**config.mk**
```make
export PLATFORM = sky130hd
export DESIGN_NAME = ttsos_top
export DESIGN_NICKNAME = d
export VERILOG_FILES = /design/src/inc/ttsos_pkg.sv /design/src/ttsos_top.sv /design/src/ttsos_pin_sync.sv /design/src/ttsos_crc6.sv
export SDC_FILE = /design/constraint.sdc
export NUM_CORES = 1
export LEC_CHECK = 0
export BUFFER_PORTS_ARGS = -buffer_cell sky130_fd_sc_hd__buf_2
export CAP_MARGIN = 15
export CORE_AREA = 2 2 80 101
export CTS_CLUSTER_SIZE = 12
export DETAILED_ROUTE_END_ITERATION = 8
export DIE_AREA = 0 0 82 103
export GPL_ROUTABILITY_DRIVEN = 0
export GPL_TIMING_DRIVEN = 1
export PLACE_DENSITY = 0.72
export RECOVER_POWER = 100
export SLEW_MARGIN = 5
export SYNTH_ARGS = -nofsm -noshare
export SYNTH_HDL_FRONTEND = slang
export SYNTH_SLANG_ARGS = --single-unit
```
**constraint.sdc**
```tcl
create_clock -name clock_in -period 3.06 [get_ports clock_in]
set_input_delay 0.153 -clock clock_in [delete_from_list [all_inputs] [get_ports clock_in]]
set_output_delay 0.153 -clock clock_in [all_outputs]
set_load 0.05 [all_outputs]
```
**src/inc/ttsos_pkg.sv**
```systemverilog
// Constants for the T1 transmit sync and overhead select block.
// Assumes a 40 MHz system clock and a 12-bit register address port.
package ttsos_pkg;
	localparam int ADDR_W = 12;
	localparam int DATA_W = 8;
	// Register offsets
	localparam logic [11:0] CLOCK_SELECT_ADDR = 12'h100;
	localparam logic [11:0] SYNC_MUX_CONTROL_ADDR = 12'h109;
	localparam logic [11:0] FRAMER_CONFIG_ADDR = 12'h1f0;
	localparam logic [11:0] FRAMER_STATUS_ADDR = 12'h1f1;
	// Field positions
	localparam int CLK_SEL_LSB = 0;
	localparam int FRAME_SYNC_SEL_BIT = 4;
	localparam int CRC_SRC_BIT = 1;
	localparam int FBIT_SRC_BIT = 0;
	localparam int CRC_ALIGN_EN_BIT = 0;
	localparam int STATUS_CHIP_CTRL_BIT = 7;
	// Reset values
	localparam logic [1:0] CLK_SEL_RESET = 2'h0;
	localparam logic FRAME_SYNC_SEL_RESET = 1'b0;
	localparam logic CRC_SRC_RESET = 1'b0;
	localparam logic FBIT_SRC_RESET = 1'b0;
	localparam logic CRC_ALIGN_EN_RESET = 1'b1;
	// Transmit clock source codes
	localparam logic [1:0] CLK_SEL_SERIAL = 2'h1;
	localparam logic [1:0] CLK_SEL_INTERNAL = 2'h2;
	// Frame geometry
	localparam logic [7:0] LAST_BIT = 8'd192;
	localparam logic [4:0] LAST_FRAME = 5'd23;
	localparam logic [5:0] FPS_PATTERN = 6'h0b;
	localparam logic [5:0] CRC6_POLY = 6'h03;
	// Timing
	localparam int CLK_HZ = 40000000;
	localparam int T1_BIT_HZ = 1544000;
	localparam int INT_DIV = (CLK_HZ + T1_BIT_HZ / 2) / T1_BIT_HZ;
	localparam logic [4:0] INT_DIV_LAST = 5'(INT_DIV - 1);
	// Synchronised inputs: serial clock, data, frame and multiframe boundary
	localparam int SYNC_W = 4;
endpackage

```
**src/ttsos_top.sv**
```systemverilog
// T1 transmit framer sync and overhead source selection, one channel.
// Assumes the system side runs off tx_serial_clock; serial and boundary pins are synchronised here, recovered_clock_tick_in is not.
`timescale 1ns/1ps
module ttsos_top (
	input wire logic clock_in,
	input wire logic resetn_in,
	input wire logic [11:0] reg_addr_in,
	input wire logic [7:0] reg_wdata_in,
	input wire logic reg_write_in,
	input wire logic reg_read_in,
	output logic [7:0] reg_rdata_out,
	input wire logic tx_serial_clock_in,
	input wire logic tx_serial_data_in,
	input wire logic recovered_clock_tick_in,
	input wire logic tx_frame_boundary_in,
	output logic tx_frame_boundary_out,
	output logic tx_frame_boundary_oe_out,
	input wire logic tx_multiframe_boundary_in,
	output logic tx_multiframe_boundary_out,
	output logic tx_multiframe_boundary_oe_out,
	output logic tx_line_data_out,
	output logic tx_line_strobe_out
);
	// Configuration
	logic [1:0] tx_clock_source_sel_reg;
	logic frame_sync_sel_reg;
	logic crc_src_reg;
	logic fbit_src_reg;
	logic crc_align_en_reg;
	logic [7:0] rdata_reg;

	// Pin sampling
	logic [3:0] pin_level;
	logic serclk_level;
	logic serclk_prev_reg;
	logic serclk_rise;
	logic ser_data;
	logic frame_pin;
	logic mframe_pin;

	// Timing and position
	logic [4:0] div_cnt_reg;
	logic int_tick;
	logic bit_tick;
	logic chip_control;
	logic [1:0] clock_sel_next;
	logic frame_sync_next;
	logic chip_control_next;
	logic sys_frame_start;
	logic sys_mframe_start;
	logic [7:0] bit_cnt_reg;
	logic [4:0] frame_cnt_reg;
	logic [7:0] cur_bit;
	logic [4:0] cur_frame;
	logic [4:0] frame_after;

	// Overhead
	logic [5:0] crc_now;
	logic [5:0] crc_hold_reg;
	logic crc_clear;
	logic crc_data;
	logic [2:0] group;
	logic is_fbit;
	logic is_crc_slot;
	logic is_fps_slot;
	logic crc_external;
	logic out_bit;
	logic line_data_reg;
	logic line_strobe_reg;
	logic frame_bnd_reg;
	logic mframe_bnd_reg;

	// Register writes
	always_ff @(posedge clock_in or negedge resetn_in) begin
		if (!resetn_in) begin
			tx_clock_source_sel_reg <= ttsos_pkg::CLK_SEL_RESET;
			frame_sync_sel_reg <= ttsos_pkg::FRAME_SYNC_SEL_RESET;
			crc_src_reg <= ttsos_pkg::CRC_SRC_RESET;
			fbit_src_reg <= ttsos_pkg::FBIT_SRC_RESET;
			crc_align_en_reg <= ttsos_pkg::CRC_ALIGN_EN_RESET;
		end else if (reg_write_in) begin
			unique case (reg_addr_in)
				ttsos_pkg::CLOCK_SELECT_ADDR: begin
					tx_clock_source_sel_reg <=
						reg_wdata_in[ttsos_pkg::CLK_SEL_LSB +: 2];
				end
				ttsos_pkg::SYNC_MUX_CONTROL_ADDR: begin
					frame_sync_sel_reg <= reg_wdata_in[ttsos_pkg::FRAME_SYNC_SEL_BIT];
					crc_src_reg <= reg_wdata_in[ttsos_pkg::CRC_SRC_BIT];
					fbit_src_reg <= reg_wdata_in[ttsos_pkg::FBIT_SRC_BIT];
				end
				ttsos_pkg::FRAMER_CONFIG_ADDR: begin
					crc_align_en_reg <= reg_wdata_in[ttsos_pkg::CRC_ALIGN_EN_BIT];
				end
				default: begin
				end
			endcase
		end
	end

	// Register reads: data stand in the cycle after the strobe only
	always_ff @(posedge clock_in or negedge resetn_in) begin
		if (!resetn_in) begin
			rdata_reg <= 8'h00;
		end else if (reg_read_in) begin
			rdata_reg <= 8'h00;
			unique case (reg_addr_in)
				ttsos_pkg::CLOCK_SELECT_ADDR: begin
					rdata_reg[ttsos_pkg::CLK_SEL_LSB +: 2] <= tx_clock_source_sel_reg;
				end
				ttsos_pkg::SYNC_MUX_CONTROL_ADDR: begin
					rdata_reg[ttsos_pkg::FRAME_SYNC_SEL_BIT] <= frame_sync_sel_reg;
					rdata_reg[ttsos_pkg::CRC_SRC_BIT] <= crc_src_reg;
					rdata_reg[ttsos_pkg::FBIT_SRC_BIT] <= fbit_src_reg;
				end
				ttsos_pkg::FRAMER_CONFIG_ADDR: begin
					rdata_reg[ttsos_pkg::CRC_ALIGN_EN_BIT] <= crc_align_en_reg;
				end
				ttsos_pkg::FRAMER_STATUS_ADDR: begin
					rdata_reg[ttsos_pkg::STATUS_CHIP_CTRL_BIT] <= chip_control;
					rdata_reg[4:0] <= frame_cnt_reg;
				end
				default: begin
				end
			endcase
		end else begin
			rdata_reg <= 8'h00;
		end
	end

	assign reg_rdata_out = rdata_reg;

	// Pins from the backplane domain
	ttsos_pin_sync #(
		.W(ttsos_pkg::SYNC_W)
	) u_pin_sync (
		.clock_in(clock_in),
		.resetn_in(resetn_in),
		.async_in({tx_multiframe_boundary_in, tx_frame_boundary_in,
			tx_serial_data_in, tx_serial_clock_in}),
		.level_out(pin_level)
	);

	assign serclk_level = pin_level[0];
	assign ser_data = pin_level[1];
	assign frame_pin = pin_level[2];
	assign mframe_pin = pin_level[3];

	always_ff @(posedge clock_in or negedge resetn_in) begin
		if (!resetn_in) begin
			serclk_prev_reg <= 1'b0;
		end else begin
			serclk_prev_reg <= serclk_level;
		end
	end

	assign serclk_rise = serclk_level & ~serclk_prev_reg;

	// Internal bit clock divider
	always_ff @(posedge clock_in or negedge resetn_in) begin
		if (!resetn_in) begin
			div_cnt_reg <= 5'h00;
		end else if (div_cnt_reg == ttsos_pkg::INT_DIV_LAST) begin
			div_cnt_reg <= 5'h00;
		end else begin
			div_cnt_reg <= div_cnt_reg + 5'h01;
		end
	end

	assign int_tick = (div_cnt_reg == ttsos_pkg::INT_DIV_LAST);

	// Bit timing source and who controls framing
	always_comb begin
		unique case (tx_clock_source_sel_reg)
			ttsos_pkg::CLK_SEL_SERIAL: begin
				bit_tick = serclk_rise;
				chip_control = frame_sync_sel_reg;
			end
			ttsos_pkg::CLK_SEL_INTERNAL: begin
				bit_tick = int_tick;
				chip_control = ~frame_sync_sel_reg;
			end
			default: begin
				bit_tick = recovered_clock_tick_in;
				chip_control = ~frame_sync_sel_reg;
			end
		endcase
	end

	// Boundary pin direction follows the controlling party
	assign tx_frame_boundary_oe_out = chip_control;
	assign tx_multiframe_boundary_oe_out = chip_control;

	// Direction the configuration gives after this edge, so that a write handing
	// framing to the system never leaves a boundary pulse standing on a pin
	// that has just turned input
	always_comb begin
		clock_sel_next = tx_clock_source_sel_reg;
		frame_sync_next = frame_sync_sel_reg;
		if (reg_write_in && reg_addr_in == ttsos_pkg::CLOCK_SELECT_ADDR) begin
			clock_sel_next = reg_wdata_in[ttsos_pkg::CLK_SEL_LSB +: 2];
		end
		if (reg_write_in && reg_addr_in == ttsos_pkg::SYNC_MUX_CONTROL_ADDR) begin
			frame_sync_next = reg_wdata_in[ttsos_pkg::FRAME_SYNC_SEL_BIT];
		end
		if (clock_sel_next == ttsos_pkg::CLK_SEL_SERIAL) begin
			chip_control_next = frame_sync_next;
		end else begin
			chip_control_next = ~frame_sync_next;
		end
	end

	assign sys_frame_start = ~chip_control & frame_pin;
	assign sys_mframe_start = ~chip_control & mframe_pin;

	// Position of the bit going out on this tick
	always_comb begin
		frame_after = (frame_cnt_reg == ttsos_pkg::LAST_FRAME) ? 5'h00 :
			frame_cnt_reg + 5'h01;
		cur_bit = sys_frame_start ? 8'h00 : bit_cnt_reg;
		if (sys_mframe_start) begin
			cur_frame = 5'h00;
		end else if (sys_frame_start && bit_cnt_reg != 8'h00) begin
			cur_frame = frame_after;
		end else begin
			cur_frame = frame_cnt_reg;
		end
	end

	always_ff @(posedge clock_in or negedge resetn_in) begin
		if (!resetn_in) begin
			bit_cnt_reg <= 8'h00;
			frame_cnt_reg <= 5'h00;
		end else if (bit_tick) begin
			if (cur_bit == ttsos_pkg::LAST_BIT) begin
				bit_cnt_reg <= 8'h00;
				frame_cnt_reg <= (cur_frame == ttsos_pkg::LAST_FRAME) ? 5'h00 :
					cur_frame + 5'h01;
			end else begin
				bit_cnt_reg <= cur_bit + 8'h01;
				frame_cnt_reg <= cur_frame;
			end
		end
	end

	// Overhead slot decode, extended superframe layout
	always_comb begin
		group = 3'(cur_frame >> 2);
		is_fbit = (cur_bit == 8'h00);
		is_crc_slot = is_fbit & (cur_frame[1:0] == 2'h1);
		is_fps_slot = is_fbit & (cur_frame[1:0] == 2'h3);
	end

	// CRC is computed over the payload with every framing bit taken as one
	assign crc_clear = is_fbit & (cur_frame == 5'h00);
	assign crc_data = is_fbit ? 1'b1 : ser_data;

	ttsos_crc6 u_crc6 (
		.clock_in(clock_in),
		.resetn_in(resetn_in),
		.enable_in(bit_tick),
		.clear_in(crc_clear),
		.data_in(crc_data),
		.crc_out(crc_now)
	);

	always_ff @(posedge clock_in or negedge resetn_in) begin
		if (!resetn_in) begin
			crc_hold_reg <= 6'h00;
		end else if (bit_tick && crc_clear) begin
			crc_hold_reg <= crc_now;
		end
	end

	// Source bit only counts while CRC multiframe alignment is on
	assign crc_external = crc_src_reg & crc_align_en_reg;

	always_comb begin
		out_bit = ser_data;
		if (is_fbit) begin
			if (fbit_src_reg) begin
				out_bit = ser_data;
			end else if (is_crc_slot) begin
				if (crc_external) begin
					out_bit = ser_data;
				end else begin
					out_bit = crc_hold_reg[3'd5 - group];
				end
			end else if (is_fps_slot) begin
				out_bit = ttsos_pkg::FPS_PATTERN[3'd5 - group];
			end else begin
				// Data link slots idle at one
				out_bit = 1'b1;
			end
		end
	end

	// Line output and boundary pulses, one bit period each
	always_ff @(posedge clock_in or negedge resetn_in) begin
		if (!resetn_in) begin
			line_data_reg <= 1'b0;
			line_strobe_reg <= 1'b0;
		end else begin
			line_strobe_reg <= bit_tick;
			if (bit_tick) begin
				line_data_reg <= out_bit;
			end
		end
	end

	always_ff @(posedge clock_in or negedge resetn_in) begin
		if (!resetn_in) begin
			frame_bnd_reg <= 1'b0;
			mframe_bnd_reg <= 1'b0;
		end else if (!chip_control_next) begin
			frame_bnd_reg <= 1'b0;
			mframe_bnd_reg <= 1'b0;
		end else if (bit_tick) begin
			frame_bnd_reg <= chip_control & is_fbit;
			mframe_bnd_reg <= chip_control & crc_clear;
		end
	end

	assign tx_line_data_out = line_data_reg;
	assign tx_line_strobe_out = line_strobe_reg;
	assign tx_frame_boundary_out = frame_bnd_reg;
	assign tx_multiframe_boundary_out = mframe_bnd_reg;
endmodule

```
**src/ttsos_pin_sync.sv**
```systemverilog
// Three flip-flop synchroniser with agreement filter, one lane per bit.
// Assumes asynchronous inputs from pins; output changes once stages two and three agree.
`timescale 1ns/1ps
module ttsos_pin_sync #(
	parameter int W = 4
) (
	input wire logic clock_in,
	input wire logic resetn_in,
	input wire logic [W-1:0] async_in,
	output logic [W-1:0] level_out
);
	genvar i;
	generate
		for (i = 0; i < W; i++) begin : g_lane
			logic s1_reg;
			logic s2_reg;
			logic s3_reg;
			logic level_reg;
			always_ff @(posedge clock_in or negedge resetn_in) begin
				if (!resetn_in) begin
					s1_reg <= 1'b0;
					s2_reg <= 1'b0;
					s3_reg <= 1'b0;
					level_reg <= 1'b0;
				end else begin
					s1_reg <= async_in[i];
					s2_reg <= s1_reg;
					s3_reg <= s2_reg;
					if (s2_reg == s3_reg) begin
						level_reg <= s3_reg;
					end
				end
			end
			assign level_out[i] = level_reg;
		end
	endgenerate
endmodule

```
**src/ttsos_crc6.sv**
```systemverilog
// Serial CRC-6 engine over one multiframe, generator x^6 + x + 1.
// Assumes one bit per enable pulse; clear restarts from zero with the current bit.
`timescale 1ns/1ps
module ttsos_crc6 (
	input wire logic clock_in,
	input wire logic resetn_in,
	input wire logic enable_in,
	input wire logic clear_in,
	input wire logic data_in,
	output logic [5:0] crc_out
);
	logic [5:0] crc_reg;
	logic [5:0] base;
	logic feedback;

	always_comb begin
		base = clear_in ? 6'h00 : crc_reg;
		feedback = data_in ^ base[5];
	end

	always_ff @(posedge clock_in or negedge resetn_in) begin
		if (!resetn_in) begin
			crc_reg <= 6'h00;
		end else if (enable_in) begin
			crc_reg <= {base[4:0], 1'b0} ^ (feedback ? ttsos_pkg::CRC6_POLY : 6'h00);
		end
	end

	assign crc_out = crc_reg;
endmodule

```
Yosys cells after proc, flatten, opt, wreduce, memory -nomap -nowiden
Memories as Yosys holds them, arrays and structs flattened.
Cells that the tools add are included.
{ "word_totals": {"in_bits": 29, "mem_bits_ro": 8, "regBits": 65, "out_inout_bits": 14, "elab_cells": 116, "n_memories": 1} }
{ "mem_list": {"columns": ["name", "depth", "width", "read_ports", "rd_clocked_by_memory_dff", "wr", "line_no", "rtl"], "rows": [
  ["(name not given)", 8, 1, 1, 0, 0, "ttsos_top.sv:290", "out_bit = ttsos_pkg::FPS_PATTERN[3'd5 - group];"]
]} }
{ "classes": {"n_addsub": 5, "bitwise_logic": 15, "mux": 34, "n_lt_le_gt_ge": 1, "reduce_logical": 10, "n_eq_ne": 18} }
{ "ops": {"columns": ["cell", "n"], "rows": [
  ["equality test 12 x 9 -> 1 bit, second input constant", 4],
  ["2-to-1 mux 5 bit", 6],
  ["2-to-1 mux 8 bit", 3],
  ["2-to-1 mux 1 bit", 16],
  ["adder 5 x 1 -> 5 bit, second input constant", 3],
  ["equality test 5 bit, second input constant", 3],
  ["bitwise AND 1 bit", 9],
  ["adder 8 x 1 -> 8 bit, second input constant", 1],
  ["equality test 8 bit, second input constant", 1],
  ["zero test 8 bit", 1],
  ["nonzero test 8 bit", 1],
  ["equality test 2 x 1 -> 1 bit, second input constant", 3],
  ["2-to-1 mux 2 bit", 3],
  ["2-to-1 mux 6 bit", 1],
  ["AND reduction 2 bit", 3],
  ["XOR 6 bit", 1],
  ["zero test 5 bit", 1],
  ["equality test 1 bit", 4],
  ["equality test 2 bit, second input constant", 2],
  ["logical AND 1 bit", 4],
  ["< comparator 3 x 4 -> 1 bit, second input constant", 1],
  ["inverter 1 bit", 4],
  ["case mux 1 bit (2 select lines)", 2],
  ["case mux 1 bit (4 select lines)", 1],
  ["other kinds (5)", 5]
]} }

Logic depth before layout (Yosys ltp)
{ "depth": {"ltp_word": 14, "depth_mapped": 14, "depth_no_buf": 13} }

Modules after synthesis
From an unflattened synthesis, not the netlist that was laid out.
{ "hier_totals": {"hier_cells": 310, "area_unflattened_um2": 3246.9} }
{ "by_module_without_submodules": {"columns": ["mod", "instances", "seq_area_each_um2", "cells_per_inst", "area_each_um2"], "rows": [
  ["ttsos_top", 1, 1027.2, 258, 2498.6],
  ["ttsos_pin_sync", 1, 400.4, 24, 475.5],
  ["ttsos_crc6", 1, 150.1, 28, 272.8]
]} }

Least setup slack after synthesis
Ideal clock, no wire load.
{ "synth_timing": {"path_type": "reg-to-reg", "from": "register tx_clock_source_sel_reg[1]", "to": "register crc_hold_reg[0]", "setup_slack_ns": 0.161, "setup_time_ns": 0.125, "path_stages_with_launch": 15, "arrival_time_ns": 2.774, "cell_sequence": "dfrtp_1 -> inv_1 -> ha_1 -> xor2_2 -> o211ai_2 -> buf_6 -> or3_1 -> a21oi_1 -> inv_1 -> ha_1 -> nand2_1 -> nor4_4 -> and2_4 -> buf_12 -> mux2_4"} }
{ "synth_via": {"elab_chain_len": 10, "word_cells_on_any_way": 15} }
{ "synth_lines": {"columns": ["item", "line_no", "rtl"], "rows": [
  ["from (decl)", "ttsos_top.sv:25", "logic [1:0] tx_clock_source_sel_reg;"],
  ["from (signal assigned)", "ttsos_top.sv:76", "tx_clock_source_sel_reg <= ttsos_pkg::CLK_SEL_RESET;"],
  ["from (signal assigned)", "ttsos_top.sv:84", "tx_clock_source_sel_reg <="],
  ["equality test 2 x 1 -> 1 bit", "ttsos_top.sv:174", "unique case (tx_clock_source_sel_reg)"],
  ["2-to-1 mux 1 bit", null, null],
  ["inverter 1 bit", "ttsos_top.sv:213, ttsos_top.sv:214", null],
  ["bitwise AND 1 bit", "ttsos_top.sv:213", "assign sys_frame_start = ~chip_control & frame_pin;"],
  ["logical AND 1 bit", "ttsos_top.sv:223", "end else if (sys_frame_start && bit_cnt_reg != 8'h00) begin"],
  ["2-to-1 mux 5 bit", "ttsos_top.sv:223", null],
  ["2-to-1 mux 5 bit", "ttsos_top.sv:221", "if (sys_mframe_start) begin"],
  ["zero test 5 bit", "ttsos_top.sv:255", "assign crc_clear = is_fbit & (cur_frame == 5'h00);"],
  ["bitwise AND 1 bit", "ttsos_top.sv:255", null],
  ["logical AND 1 bit (*)", "ttsos_top.sv:270", "end else if (bit_tick && crc_clear) begin"],
  ["to (signal assigned)", "ttsos_top.sv:271", "crc_hold_reg <= crc_now;"],
  ["to (decl)", "ttsos_top.sv:59", "logic [5:0] crc_hold_reg;"]
]} }
Mark *: on every way between the ends. The rest lies on a longest branch, timed or not.
A chain may end at the register's enable or synchronous reset.

Worst setup path in the final report
{ "layout_timing": {"from": "register bit_cnt_reg[2]", "to": "register crc_hold_reg[3]"} }
{ "layout_via": {"elab_chain_len": 7, "word_cells_on_any_way": 9} }
{ "layout_lines": {"columns": ["item", "line_no", "rtl"], "rows": [
  ["from (decl)", "ttsos_top.sv:51", "logic [7:0] bit_cnt_reg;"],
  ["from (signal assigned)", "ttsos_top.sv:240", "bit_cnt_reg <= cur_bit + 8'h01;"],
  ["nonzero test 8 bit", "ttsos_top.sv:223", null],
  ["logical AND 1 bit", "ttsos_top.sv:223", null],
  ["2-to-1 mux 5 bit", "ttsos_top.sv:223", null],
  ["2-to-1 mux 5 bit", "ttsos_top.sv:221", null],
  ["zero test 5 bit", "ttsos_top.sv:255", null],
  ["bitwise AND 1 bit (*)", "ttsos_top.sv:255", null],
  ["logical AND 1 bit (*)", "ttsos_top.sv:270", null]
]} }
Marks and branches as above.

==> metrics.cfg <==
[drt]
drt-total-wl_um = 6270
drt-pass1-iter-count = 4
drc = 0
ant_nets = 0
wl_per_cell_um = 13.8
vias = 2402
via_per_inst = 5.30
drt_iter0_markers = 151

[timing]
slew_headroom_pct = -2.59
finalSetupViolations = 0
finalHoldViolations = 0
post-route-period-util_pct = 93.2
rsz0062_at_grt = false
worst_slack_ns = 0.208
slew_violations = 64
layout_min_cycle_time_ns = 2.85
worst_pin_slew_ns = 1.54
finClkSkew_ns = 0.00742
final.setup.tns_ns = 0
fmaxAchievable_mhz = 351

[logic_synthesis]
synth_edf_count = 0
ys_ff_latch = 63
syn_inst = 304
synth_top_cell_area_share_pct = 48.4
avgSynthCellArea_um2 = 10.5
yosys_warnings = 0
postSynth.asyncResetShare_pct = 100
yosys-top-cells-area = dfrtp_1 (48%), nand2_1 (5.5%), o21ai_0 (4.1%)
synth-seq-area-share_pct = 49.2
yosysUniqueCellTypes = 64
netlist_area_mm2 = 0.00321
yosysTopAreaCell = dfrtp_1
synth-main-ff-cell = dfrtp_1

[clock_network]
cts_inserted_buffers = 9
cts_tree = built
cts_num_sinks = 63
clkLatencyLatePin_ns = 0.34
path_clk_slew_ns = 0.07
cts.path.max_buffers = 2
ctsHtreeMaxLevel = 3
cts_root_buffer = clkbuf_8
post_cts_buffers = 0

[layout]
drive_gt1_share_pct = 20.4
largest_reg_flops = 8
fillers = 699
fin_cells = 453
num_antenna_cells = 0
final_nets = 392
stdcell_area_mm2 = 0.00370
syn2layout_area_growth_pct = 15.5

[floorplanning]
initial_utilization_pct = 42.4
rows = 36
dieHeight_um = 103
die-area_mm2 = 0.00845
fp.coreArea_mm2 = 0.00757
die_w_um = 82
io_pins = 43

[grt]
gr-total-overflow = 0
grt_use_total_pct = 16.9
grt_max_degree = 64
grt_pass1_vias = 2361
grt_first_pass_wirelength_um = 10800
antenna_found_initial = 0

[power_and_ir_drop]
clkPwrFrac_pct = 31.9
ir_worst_vdd_uv = 273
switching_share_pct = 29.1
p_leak_nw = 1.65
power_density_mw_per_mm2 = 545
switching_power_w = 0.000588
comb_power_share_pct = 15.5
power.internal_w = 0.00143
p_seq_share_pct = 52.6

[status]
violations = capacitance limit, slew limit
outcome = finished, violations left

[setup_path]
startpoint = bit_cnt_reg[2]$_DFFE_PN0P_
crit_required_ns = 3.28
worstSetupEndpointType = flop
worstReg2RegStart = bit_cnt_reg[2]$_DFFE_PN0P_
crit_arrival_ns = 3.08
crit_fanout = 8
critical_path_class = reg2reg
start_kind = flop

[place]
dp_slack_ns = 0.173
hpwl_um = 4460
placed_area_mm2 = 0.00350
place_inst = 433
io_buffers = 35

[run]
max-cap-violations = 1

[worst_hold_path]
hp-start = reg_wdata_in[1]
hp-class = in2reg

## metrics by stage
stage / util, % / total power (W) / hold WS, ns
4_1_cts: 49.1 / 0.00204 / 0.000401
2_1_floorplan: - / 0.00128 / -0.143
3_3_place_gp: 46.2 / 0.00137 / 0.260
6_report: 48.9 / 0.00202 / 0.0844
5_1_grt: 48.9 / 0.00214 / 0.0809
3_5_place_dp: 46.2 / 0.00139 / 0.262
## Yosys cell counts, types with 2 or more instances
| cell | instances |
|---|---|
| buf_4 | 3 |
| and3_1 | 5 |
| or2_2 | 2 |
| or4b_1 | 3 |
| dfrtp_1 | 62 |
| or3_1 | 2 |
| nor2b_1 | 3 |
| nor2_1 | 15 |
| nor3_1 | 3 |
| mux2_2 | 7 |
| a21oi_1 | 6 |
| nor4b_1 | 3 |
| nand3_1 | 15 |
| and4_1 | 3 |
| a21o_1 | 2 |
| maj3_1 | 4 |
| a21oi_4 | 3 |
| clkbuf_1 | 4 |
| nand2_1 | 47 |
| a211oi_1 | 2 |
| xnor2_1 | 4 |
| o21a_1 | 2 |
| mux2_4 | 6 |
| ha_1 | 10 |
| xor2_1 | 5 |
| nand4_1 | 3 |
| a22oi_1 | 3 |
| inv_1 | 12 |
| mux2i_1 | 5 |
| o21ai_0 | 26 |
## routing by layer
| layer | vias to the layer above | global-route usage, % | wire (µm) | share of wire, % |
|---|---|---|---|---|
| met5 | - | 0 | 0 | 0 |
| met4 | 0 | 7.18 | 87 | 1.4 |
| met3 | 6 | 4.12 | 174 | 2.8 |
| met2 | 37 | 29.2 | 3270 | 52 |
| met1 | 1192 | 19.9 | 2740 | 44 |
| li1 | 1167 | - | - | - |
## worst paths after layout
kind                            slack (ns)  cells past startpoint                                      to
min in group asynchronous             0.26                      2           u_crc6.crc_out[2]$_DFFE_PN0P_
max in group asynchronous             1.85                      2            tx_line_data_out$_DFFE_PN0P_
worst max-delay path                  0.21                     10             crc_hold_reg[3]$_DFFE_PN0P_
worst max register to register        0.21                     10             crc_hold_reg[3]$_DFFE_PN0P_
worst min-delay path                  0.08                      2  tx_clock_source_sel_reg[1]$_DFFE_PN0N_
worst min register to register        0.35                      0   u_pin_sync.g_lane[3].s2_reg$_DFF_PN0_
## placed cells by master (no fill, tap or decap), drive strengths merged, types with 6 or more instances in the layout
cell type and count:
dfrtp 62, nand2 47, buf 29, o21ai 28, clkbuf 26, nand3 15, nor2 15, mux2 13
inv 12, ha 10, a21oi 10, xor2 6
## power groups by stage
stage / logic (W) / registers [W] / clock network, W
6_report: 0.000313 / 0.00106 / 0.000643
5_1_grt: 0.000359 / 0.00108 / 0.000704
4_1_cts: 0.000320 / 0.00106 / 0.000665
3_5_place_dp: 0.000316 / 0.00107 / 0
3_3_place_gp: 0.000300 / 0.00107 / 0
2_1_floorplan: 0.000226 / 0.00105 / 0
## timing repair
item / CTS / global route
endpoints found under the setup margin: 0 / 7
gates resized for setup: 0 / 2
hold buffers: 4 / 0
endpoints found under the hold margin: 4 / 0
## worst max-delay path, stage by stage, from the launching register on
cell      delay, ns
dfrtp_1        0.43
or4_4          0.58
o211ai_4       0.32
mux2i_1        0.23
nor2_1         0.11
inv_1          0.10
ha_1           0.15
nand2_1        0.08
nor4_4         0.16
and2_4         0.25
mux2_1         0.32
## final cells by class
cell class	count	area (µm²)	share of cell area, %
clock inverters	4	31.3	0.845
clock buffers	12	145	3.92
inverters	13	48.8	1.32
well taps	95	119	3.21
multi-input cells	219	1530	41.3
repair buffers	47	254	6.86
flip-flops and latches	63	1580	42.6
## logic make-up (layout without fill, tap and decap cells)
kind of cell | after synthesis | in the layout | share of synthesized area (%)
buffers and inverters | 23 | 76 | 3.78
adders and majority gates | 14 | 14 | 5.15
and+or+nand+nor | 117 | 117 | 19.4
DFF | 63 | 63 | 49.2
xor gates and xnor gates | 10 | 10 | 2.97
muxes | 18 | 18 | 6.83
AOI/OAI and AO/OA | 58 | 58 | 12.6
other | 1 | 2 | 0.117
(Power assumes the default switching activity.)
